==> config.mk <==
export PLATFORM = sky130hd
export DESIGN_NAME = reset_source_controller
export DESIGN_NICKNAME = d
export VERILOG_FILES = /design/src/hdl/reset_source_pkg.sv /design/src/hdl/reset_source_controller.sv
export SDC_FILE = /design/constraint.sdc
export NUM_CORES = 1
export LEC_CHECK = 0
export BUFFER_PORTS_ARGS = -buffer_cell sky130_fd_sc_hd__buf_2
export CORE_AREA = 2 2 81 141
export DETAILED_ROUTE_END_ITERATION = 10
export DIE_AREA = 0 0 83 143
export PLACE_DENSITY_LB_ADDON = 0.12
export SLEW_MARGIN = 10
export SYNTH_ARGS = -nofsm -noshare
export SYNTH_HDL_FRONTEND = slang
export SYNTH_SLANG_ARGS = --single-unit
==> constraint.sdc <==
create_clock -name pclk -period 2.4 [get_ports pclk]
set_input_delay 0.12 -clock pclk [delete_from_list [all_inputs] [get_ports pclk]]
set_output_delay 0.12 -clock pclk [all_outputs]
set_load 0.01 [all_outputs]
==> src/hdl/reset_source_pkg.sv <==
// shared constants, register map and field layouts of the reset source controller
package reset_source_pkg;

    // clock
    localparam int unsigned CLK_PERIOD_PS = 8000;

    // times as printed for the block, in ns
    localparam int unsigned LOW_SUPPLY_QUALIFY_TIME_NS = 120000;
    localparam int unsigned SOFTWARE_RESET_DELAY_NS = 45000;
    localparam int unsigned RESET_HOLD_DELAY_NS = 25000;
    localparam int unsigned OSCILLATOR_SETTLE_TIME_NS = 16000;

    // least times round up to whole cycles
    localparam int unsigned QUALIFY_CYC =
        (LOW_SUPPLY_QUALIFY_TIME_NS * 1000 + CLK_PERIOD_PS - 1) / CLK_PERIOD_PS;
    localparam int unsigned SRESET_CYC =
        (SOFTWARE_RESET_DELAY_NS * 1000 + CLK_PERIOD_PS - 1) / CLK_PERIOD_PS;
    localparam int unsigned HOLD_CYC =
        (RESET_HOLD_DELAY_NS * 1000 + CLK_PERIOD_PS - 1) / CLK_PERIOD_PS;
    localparam int unsigned SETTLE_CYC =
        (OSCILLATOR_SETTLE_TIME_NS * 1000 + CLK_PERIOD_PS - 1) / CLK_PERIOD_PS;

    // register byte addresses
    localparam logic [7:0] ADDR_THRESHOLD = 8'h00;
    localparam logic [7:0] ADDR_CAUSE = 8'h04;
    localparam logic [7:0] ADDR_WDT_CTRL = 8'h08;
    localparam logic [7:0] ADDR_STATUS = 8'h0C;

    // supply threshold codes
    localparam logic [7:0] THR_CODE_2V10 = 8'h55;
    localparam logic [7:0] THR_CODE_2V55 = 8'h33;
    localparam logic [7:0] THR_CODE_3V15 = 8'h99;
    localparam logic [7:0] THR_CODE_3V80 = 8'hAA;
    localparam logic [7:0] THR_RESET = THR_CODE_2V10;

    // watchdog control register: enable field in bits 7..3
    localparam int unsigned WDT_EN_LSB = 3;
    localparam logic [4:0] WDT_EN_CODE_A = 5'h0A;
    localparam logic [4:0] WDT_EN_CODE_B = 5'h15;
    localparam logic [7:0] WDT_CTRL_RESET = 8'h53;

    // cause/control register bit positions
    localparam int unsigned CAUSE_KEEP_ON_BIT = 7;
    localparam int unsigned CAUSE_SUPPLY_BIT = 2;
    localparam int unsigned CAUSE_THR_BIT = 1;
    localparam int unsigned CAUSE_WDC_BIT = 0;

    // status register bit positions
    localparam int unsigned STATUS_EXPIRY_BIT = 1;
    localparam int unsigned STATUS_PDF_BIT = 0;

    typedef struct packed {
        logic system_clock_keep_on;
        logic supply_monitor_cause_flag;
        logic threshold_code_fault_flag;
        logic watchdog_code_fault_flag;
    } cause_s;

    localparam cause_s CAUSE_RESET = '{1'b0, 1'b0, 1'b0, 1'b0};

    typedef struct packed {
        logic watchdog_expiry_flag;
        logic power_down_flag;
    } status_s;

    localparam status_s STATUS_RESET = '{1'b0, 1'b0};

    typedef enum logic [1:0] {
        ST_RUN = 2'b01,
        ST_HOLD = 2'b10
    } seq_state_e;

endpackage

==> src/hdl/reset_source_controller.sv <==
// reset source sequencing, cause flags and apb register file
//
// Implementation choices: the address map and the APB register port.
`timescale 1ns/1ps

// What this block does
// - power-up restarts fetch at address zero and presets all port bits high.
// - the supply monitor is on outside sleep mode; its reset sets the supply cause flag.
// - a low-supply indication not lasting beyond the qualify time is ignored.
// - threshold select accepts only codes 0x55, 0x33, 0x99 and 0xAA.
// - any other threshold code gives a full reset after the software reset delay.
// - a bad-threshold reset returns the threshold register to its power-on value.
// - a bad-threshold reset sets the threshold code fault flag.
// - a qualified low-supply reset leaves the threshold register unchanged.
// - the supply monitor is disabled while in power-down mode.
// - power-up loads threshold select with 0x55, the lowest threshold.
// - software clears cause flags by writing zero; writing one does nothing.
// - cause register bits 6 to 3 read as zero.
// - run-mode watchdog expiry sets expiry flag, holds reset for hold plus settle.
// - sleep-mode watchdog expiry clears only pc and sp and sets expiry flag.
// - status flags: power-up clears both, supply keeps, watchdog sets as listed.
// - power-up disables interrupts, clears watchdog, stops timer, sets stack top.
// - power-up begins execution at the first program location.
// - a bad watchdog enable code resets after the delay and sets its fault flag.
// - power-down flag cleared by power-up or watchdog clear, set by halt.
module reset_source_controller
    import reset_source_pkg::*;
#(
    parameter int unsigned CNT_W = 24,
    parameter int unsigned QUALIFY_CYCLES = QUALIFY_CYC,
    parameter int unsigned SRESET_CYCLES = SRESET_CYC,
    parameter int unsigned HOLD_CYCLES = HOLD_CYC + SETTLE_CYC
) (
    input wire logic pclk,
    input wire logic presetn,
    input wire logic psel,
    input wire logic penable,
    input wire logic pwrite,
    input wire logic [7:0] paddr,
    input wire logic [31:0] pwdata,
    output logic [31:0] prdata,
    output logic pready,
    output logic pslverr,
    input wire logic low_supply,
    input wire logic watchdog_expiry,
    input wire logic sleep_mode,
    input wire logic halt_exec,
    input wire logic watchdog_clear_exec,
    output logic sys_reset,
    output logic power_on_init,
    output logic pc_sp_clear,
    output logic supply_monitor_enable,
    output logic [7:0] threshold_code_field,
    output logic [7:0] watchdog_ctrl,
    output logic watchdog_enable,
    output status_s status
);

    ////////////////////////////////////////////////////////////////////////////
    // elaboration checks

    if (CNT_W < 2 || CNT_W > 31) begin : g_bad_width
        $error("counter width out of range");
    end
    if (QUALIFY_CYCLES < 1 || QUALIFY_CYCLES >= (1 << CNT_W) - 1) begin : g_bad_qualify
        $error("qualify count does not fit the counter");
    end
    if (SRESET_CYCLES < 1 || SRESET_CYCLES >= (1 << CNT_W)) begin : g_bad_sreset
        $error("software reset delay does not fit the counter");
    end
    if (HOLD_CYCLES < 1 || HOLD_CYCLES >= (1 << CNT_W)) begin : g_bad_hold
        $error("hold count does not fit the counter");
    end

    localparam logic [CNT_W-1:0] QUALIFY_LIM = CNT_W'(QUALIFY_CYCLES);
    localparam logic [CNT_W-1:0] SRESET_LIM = CNT_W'(SRESET_CYCLES);
    localparam logic [CNT_W-1:0] HOLD_LIM = CNT_W'(HOLD_CYCLES);

    ////////////////////////////////////////////////////////////////////////////
    // state

    seq_state_e state_r;
    seq_state_e state_nxt;
    logic [CNT_W-1:0] qual_cnt_r;
    logic [CNT_W-1:0] qual_cnt_nxt;
    logic [CNT_W-1:0] sres_cnt_r;
    logic [CNT_W-1:0] sres_cnt_nxt;
    logic [CNT_W-1:0] hold_cnt_r;
    logic [CNT_W-1:0] hold_cnt_nxt;
    logic [7:0] thr_r;
    logic [7:0] thr_nxt;
    logic [7:0] wdt_ctrl_r;
    logic [7:0] wdt_ctrl_nxt;
    cause_s cause_r;
    cause_s cause_nxt;
    status_s status_r;
    status_s status_nxt;
    logic sys_reset_r;
    logic por_init_r;
    logic pc_sp_clear_r;
    logic mon_en_r;
    logic wdt_en_r;
    logic [31:0] prdata_r;
    logic pready_r;
    logic pslverr_r;

    ////////////////////////////////////////////////////////////////////////////
    // apb decode: one wait state so every response bit comes from a flop

    wire access = psel && penable;
    wire first_access = access && !pready_r;
    wire done = access && pready_r;
    wire sel_thr = paddr == ADDR_THRESHOLD;
    wire sel_cause = paddr == ADDR_CAUSE;
    wire sel_wdt = paddr == ADDR_WDT_CTRL;
    wire sel_status = paddr == ADDR_STATUS;
    wire mapped = sel_thr || sel_cause || sel_wdt || sel_status;
    wire wr_done = done && pwrite && mapped;
    wire wr_thr = wr_done && sel_thr;
    wire wr_cause = wr_done && sel_cause;
    wire wr_wdt = wr_done && sel_wdt;

    // unimplemented cause bits are simply not stored and read as zero
    wire [7:0] cause_rd = {cause_r.system_clock_keep_on, 4'h0,
                           cause_r.supply_monitor_cause_flag,
                           cause_r.threshold_code_fault_flag,
                           cause_r.watchdog_code_fault_flag};
    wire [7:0] status_rd = {6'h00, status_r.watchdog_expiry_flag, status_r.power_down_flag};
    wire [7:0] rd_byte = sel_thr ? thr_r :
                         sel_cause ? cause_rd :
                         sel_wdt ? wdt_ctrl_r :
                         sel_status ? status_rd : 8'h00;

    ////////////////////////////////////////////////////////////////////////////
    // reset sources

    wire in_run = state_r == ST_RUN;
    wire monitor_on = !sleep_mode;
    wire thr_valid = thr_r == THR_CODE_2V10 || thr_r == THR_CODE_2V55 ||
                     thr_r == THR_CODE_3V15 || thr_r == THR_CODE_3V80;
    wire [4:0] wdt_en_field = wdt_ctrl_r[7:WDT_EN_LSB];
    wire wdt_code_valid = wdt_en_field == WDT_EN_CODE_A || wdt_en_field == WDT_EN_CODE_B;
    wire code_bad = !thr_valid || !wdt_code_valid;

    // only an indication lasting beyond the qualify time counts
    wire low_qual = low_supply && monitor_on && (qual_cnt_r == QUALIFY_LIM);
    wire sres_due = code_bad && (sres_cnt_r == SRESET_LIM - 1'b1);
    wire trig_supply = in_run && low_qual;
    wire trig_thr = in_run && sres_due && !thr_valid;
    wire trig_wdc = in_run && sres_due && !wdt_code_valid;
    wire trig_wdt_run = in_run && watchdog_expiry && !sleep_mode;
    wire trig_wdt_sleep = in_run && watchdog_expiry && sleep_mode;
    wire trig_full = trig_supply || trig_thr || trig_wdc || trig_wdt_run;
    wire hold_end = state_r == ST_HOLD && hold_cnt_r == HOLD_LIM - 1'b1;

    always_comb begin
        state_nxt = state_r;
        hold_cnt_nxt = hold_cnt_r;
        unique case (state_r)
            ST_RUN: begin
                if (trig_full) begin
                    state_nxt = ST_HOLD;
                    hold_cnt_nxt = '0;
                end
            end
            ST_HOLD: begin
                hold_cnt_nxt = hold_cnt_r + 1'b1;
                if (hold_end) begin
                    state_nxt = ST_RUN;
                end
            end
            default: begin
                state_nxt = ST_HOLD;
                hold_cnt_nxt = '0;
            end
        endcase
    end

    // qualify counter saturates at the limit; it restarts whenever the level drops
    always_comb begin
        qual_cnt_nxt = '0;
        if (low_supply && monitor_on && in_run) begin
            qual_cnt_nxt = (qual_cnt_r == QUALIFY_LIM) ? qual_cnt_r : qual_cnt_r + 1'b1;
        end
    end

    // a corrected code before the delay elapses cancels the pending reset
    always_comb begin
        sres_cnt_nxt = '0;
        if (code_bad && in_run && !sres_due) begin
            sres_cnt_nxt = sres_cnt_r + 1'b1;
        end
    end

    ////////////////////////////////////////////////////////////////////////////
    // register next values; hardware restore and set always beat software

    always_comb begin
        thr_nxt = thr_r;
        if (wr_thr) begin
            thr_nxt = pwdata[7:0];
        end
        // a supply reset alone keeps the selected threshold
        if (trig_thr || trig_wdc || trig_wdt_run) begin
            thr_nxt = THR_RESET;
        end
    end

    always_comb begin
        wdt_ctrl_nxt = wdt_ctrl_r;
        if (wr_wdt) begin
            wdt_ctrl_nxt = pwdata[7:0];
        end
        if (trig_full) begin
            wdt_ctrl_nxt = WDT_CTRL_RESET;
        end
    end

    always_comb begin
        cause_nxt = cause_r;
        if (wr_cause) begin
            cause_nxt.system_clock_keep_on = pwdata[CAUSE_KEEP_ON_BIT];
            // writing one leaves a flag as it is
            cause_nxt.supply_monitor_cause_flag =
                cause_r.supply_monitor_cause_flag & pwdata[CAUSE_SUPPLY_BIT];
            cause_nxt.threshold_code_fault_flag =
                cause_r.threshold_code_fault_flag & pwdata[CAUSE_THR_BIT];
            cause_nxt.watchdog_code_fault_flag =
                cause_r.watchdog_code_fault_flag & pwdata[CAUSE_WDC_BIT];
        end
        if (trig_full) begin
            cause_nxt.system_clock_keep_on = 1'b0;
        end
        // independent sets, none masks another
        if (trig_supply) begin
            cause_nxt.supply_monitor_cause_flag = 1'b1;
        end
        if (trig_thr) begin
            cause_nxt.threshold_code_fault_flag = 1'b1;
        end
        if (trig_wdc) begin
            cause_nxt.watchdog_code_fault_flag = 1'b1;
        end
    end

    always_comb begin
        status_nxt = status_r;
        if (watchdog_clear_exec) begin
            status_nxt.power_down_flag = 1'b0;
        end
        if (halt_exec) begin
            status_nxt.power_down_flag = 1'b1;
        end
        if (trig_wdt_run || trig_wdt_sleep) begin
            status_nxt.watchdog_expiry_flag = 1'b1;
        end
        if (trig_wdt_sleep) begin
            status_nxt.power_down_flag = 1'b1;
        end
    end

    ////////////////////////////////////////////////////////////////////////////
    // flops

    // async power-on clears status and loads every default
    always_ff @(posedge pclk or negedge presetn) begin
        if (!presetn) begin
            state_r <= ST_HOLD;
            hold_cnt_r <= '0;
            qual_cnt_r <= '0;
            sres_cnt_r <= '0;
            thr_r <= THR_RESET;
            wdt_ctrl_r <= WDT_CTRL_RESET;
            cause_r <= CAUSE_RESET;
            status_r <= STATUS_RESET;
        end else begin
            state_r <= state_nxt;
            hold_cnt_r <= hold_cnt_nxt;
            qual_cnt_r <= qual_cnt_nxt;
            sres_cnt_r <= sres_cnt_nxt;
            thr_r <= thr_nxt;
            wdt_ctrl_r <= wdt_ctrl_nxt;
            cause_r <= cause_nxt;
            status_r <= status_nxt;
        end
    end

    // power-on init stays up until the first hold window ends
    always_ff @(posedge pclk or negedge presetn) begin
        if (!presetn) begin
            sys_reset_r <= 1'b1;
            por_init_r <= 1'b1;
            pc_sp_clear_r <= 1'b0;
            mon_en_r <= 1'b1;
            wdt_en_r <= 1'b1;
        end else begin
            sys_reset_r <= state_nxt == ST_HOLD;
            por_init_r <= por_init_r && !hold_end;
            pc_sp_clear_r <= trig_wdt_sleep;
            mon_en_r <= monitor_on;
            wdt_en_r <= wdt_code_valid;
        end
    end

    always_ff @(posedge pclk or negedge presetn) begin
        if (!presetn) begin
            prdata_r <= 32'h0000_0000;
            pready_r <= 1'b0;
            pslverr_r <= 1'b0;
        end else begin
            pready_r <= first_access;
            pslverr_r <= first_access && !mapped;
            if (first_access) begin
                prdata_r <= (pwrite || !mapped) ? 32'h0000_0000 : {24'h00_0000, rd_byte};
            end
        end
    end

    ////////////////////////////////////////////////////////////////////////////
    // outputs

    assign prdata = prdata_r;
    assign pready = pready_r;
    assign pslverr = pslverr_r;
    assign sys_reset = sys_reset_r;
    assign power_on_init = por_init_r;
    assign pc_sp_clear = pc_sp_clear_r;
    assign supply_monitor_enable = mon_en_r;
    assign threshold_code_field = thr_r;
    assign watchdog_ctrl = wdt_ctrl_r;
    assign watchdog_enable = wdt_en_r;
    assign status = status_r;

endmodule

==> flow_summary.ini <==
[run_status]
outcome = complete, no violations

[job]
max_cap_violations = 0

[drt]
antenna_left = 0
drc = 0
vias_per_cell = 5.659
vias = 4646
drt-total-wl_mm = 12.72
firstDrtPassIters = 4
wl_per_cell_um = 15.49
drt_iter0_markers = 201

[layout]
nets = 744
area_growth_pct = 16.73
final_cell_count_no_fill = 821
drive_gt1_share_pct = 18.52
seqCellArea_um2 = 2794
n_fill_cell = 915
multi_input_area_um2 = 2811
utilization_pct = 63.09
diodes = 0

[min_path]
hold_path.class = input port to flip-flop
hold_start = watchdog_expiry
min_delay_path_depth = 2
hold_path_end = status[1]

[power]
p_sw_share_pct = 20.65
peakVddDrop_v = 0.0004683
p_per_area_nw_per_um2 = 533.6
seqPwrFrac_pct = 52.2
leakage_nw = 3.056
power.internal_mw = 2.857
power_frac_comb_pct = 3.5
power.switching_mw = 0.7437
p_clk_share_pct = 44.3

[setup_path]
cp_common_cell = buf_4
path_buf_inv = 2
max_stage_delay_ns = 0.58
worstPathCellList = nand4bb_1 > a2111oi_4 > buf_4 > o21ai_1 > a21o_1 > buf_4 > o41a_1 > nor2b_1
crit_type = flip-flop to flip-flop
crit_path_start_kind = flip-flop
worstSetupEndpointType = flip-flop
reg2reg_slack_ns = 0.05
r2r_cells = 8
reg2reg_from = threshold_code_field[2]
cp.arrival_ns = 2.62
critPathRequiredTime_ns = 2.67
cpMaxStageDelayCell = dfstp_2
cp_max_fo = 6
worstReg2RegEnd = sys_reset
cp_top_family = compound AO/OA/AOI/OAI gates

[global_routing]
grt_start_max_net_pins = 49
grt_pass1_wl_mm = 21.36
antenna_found_initial = 0
grt_pass1_vias = 4523
gr-total-overflow = 0
track_usage_pct = 21.97

[floorplan]
io_pins = 107
core_area_um2 = 10700
die_w_um = 83
dieHeight_um = 143
initial_core_util_pct = 54.05
rows = 50
die_area_um2 = 11870

[synth]
syn_area_per_cell_um2 = 9.557
ys.flop_type = dfrtp_1
yosysUniqueCellTypes = 57
ys_ff_latch = 111
postSynth.asyncResetShare_pct = 100.0
synth_cells = 605
synth_edf_count = 0
yosysSeqAreaShare_pct = 48.32
syn-cell-area_um2 = 5782
yosysWarnings = 0

[sta]
max_slew_margin_pct = 58.17
slew_viol_final = 0
hold_viol = 0
period_needed_ns = 2.352
post-route-period-util_pct = 98.00
max_freq_mhz = 425.2
fin_worst_skew_ns = 0.01231
worst_pin_slew_ns = 0.6275
setup_viol = 0

[placed_design]
placement.io_buffers = 58
placed_cells = 799
dpl.hpwl_mm = 8.965
gp_congestion = 0.8548

[clocking]
cts-buffers-inserted = 9
tritoncts = yes
clock-root-buffer = clkbuf_16
cts_num_sinks = 111
htree_levels = 3
clockBufferDepth = 2
path_clk_slew_ns = 0.07
clock_latency_ns = 0.35
## power by group through the flow
| stage | registers (mW) | clock network [mW] | logic (mW) |
|---|---|---|---|
| floorplan | 1.92 | 0 | 0.0674 |
| global placement | 1.91 | 0 | 0.121 |
| detailed placement | 1.91 | 0 | 0.124 |
| CTS | 1.88 | 1.64 | 0.127 |
| global route | 1.88 | 1.71 | 0.145 |
| finish | 1.88 | 1.60 | 0.127 |
## layout by cell type, fill, tap and decap left out, types with 3 or more instances in the layout
master / instances
dfstp_2: 13
o21ai_0: 41
nand2_1: 58
o31ai_1: 14
ha_1: 8
nor2_1: 73
xnor2_1: 14
o21a_1: 5
a21oi_1: 16
clkbuf_16: 9
conb_1: 24
xor2_1: 24
or3_1: 10
buf_4: 25
nand3_1: 27
and3_1: 14
nor4bb_1: 5
dlygate4sd3_1: 3
nand2b_1: 4
buf_12: 3
nor4_1: 8
dfrtp_1: 98
buf_2: 57
a31oi_1: 5
inv_1: 23
o41ai_1: 5
nor2b_1: 5
nor3_1: 9
mux2i_1: 24
and2_1: 3
nand4_1: 15
nand3b_1: 5
## registers in the layout, summed over array words and instances (netlist names), 4 cells and up
signal and cells:
prdata 8, cause_r 4, watchdog_ctrl 8, qual_cnt_r 24, hold_cnt_r 24, threshold_code_field 8, sres_cnt_r 24
## cells by family after synthesis
group / after synthesis / share of synthesized area (%)
adder cells (fa/ha/maj): 8 / 1.731
flip-flops: 111 / 48.32
AO/OA/AOI/OAI: 104 / 11.49
other: 1 / 0.06486
AND/OR/NAND/NOR: 251 / 22.18
XOR/XNOR: 38 / 5.756
buffers and inverters: 66 / 5.908
multiplexers: 26 / 4.544
## how the worst max path moves through the flow
| stage | start | to | slack [ns] | cells after the start |
|---|---|---|---|---|
| floorplan | threshold_code_field[2] | hold_cnt_r[2] | 0.19 | 7 |
| global placement | threshold_code_field[6] | hold_cnt_r[9] | 0.01 | 8 |
| detailed placement | threshold_code_field[6] | hold_cnt_r[9] | -0.02 | 8 |
| CTS | sres_cnt_r[1] | hold_cnt_r[17] | 0.02 | 9 |
| global route | threshold_code_field[2] | hold_cnt_r[12] | -0.03 | 8 |
| finish | threshold_code_field[2] | sys_reset | 0.05 | 8 |
## per-layer routing
metal / part of all wire [%] / global-route usage (%) / wire [µm]
met1: 42 / 26.72 / 5282
met2: 54 / 38.79 / 6807
met3: 3.1 / 3.468 / 388
met4: 1.9 / 8.973 / 241
met5: 0 / 0 / 0
## cell type report
class / count / area share, %
repair buffers: 89 / 8.509
clock buffers: 12 / 3.652
flip-flops and latches: 111 / 41.40
well taps: 130 / 2.410
clock inverters: 4 / 1.038
multi-input cells: 451 / 41.66
inverters: 24 / 1.335
## cell usage after synthesis, types with 3 or more instances
cell,number,area (µm²)
and2_1,3,18.77
buf_2,3,15.01
nor2b_1,5,31.28
a31oi_1,5,31.28
a21oi_1,16,80.08
nand4_1,15,93.84
inv_1,23,86.33
or3_1,10,62.56
o31ai_1,14,105.1
nand2b_1,4,25.02
nor2_1,73,274.0
dfrtp_1,98,2452
nand3b_1,5,37.54
xor2_1,24,210.2
ha_1,8,100.1
clkbuf_1,14,52.55
dfstp_2,13,341.6
o21a_1,5,37.54
buf_4,24,180.2
and3_1,14,87.58
nand3_1,27,135.1
nor4bb_1,6,60.06
mux2i_1,24,240.2
nor4_1,9,56.30
nor3_1,9,45.04
o21ai_0,42,210.2
nand2_1,58,217.7
xnor2_1,14,122.6
o41ai_1,6,52.55
## timing repair
action | 4_1_cts | 5_1_grt
hold buffers | 3 | 0
pin swaps | 1 | 4
gates resized for setup | 2 | 10
buffers inserted | 0 | 3
endpoints found under the hold margin | 38 | 0
endpoints found under the setup margin | 21 | 23
## metrics by stage
stage	hold slack [ns]	power [mW]	cell area (µm²)	TNS, ns	setup WS, ns
after floorplan	-0.1756	1.984	5868	0	0.1921
after global placement	0.1774	2.035	6302	0	0.01157
after global routing	0.02624	3.731	6749	-0.1533	-0.03484
after CTS	0.001398	3.644	6664	0	0.02221
after detailed placement	0.1799	2.038	6302	-0.09239	-0.01809
final	0.01432	3.601	6749	0	0.04809
Note: power is estimated with default switching activity, not from simulation.
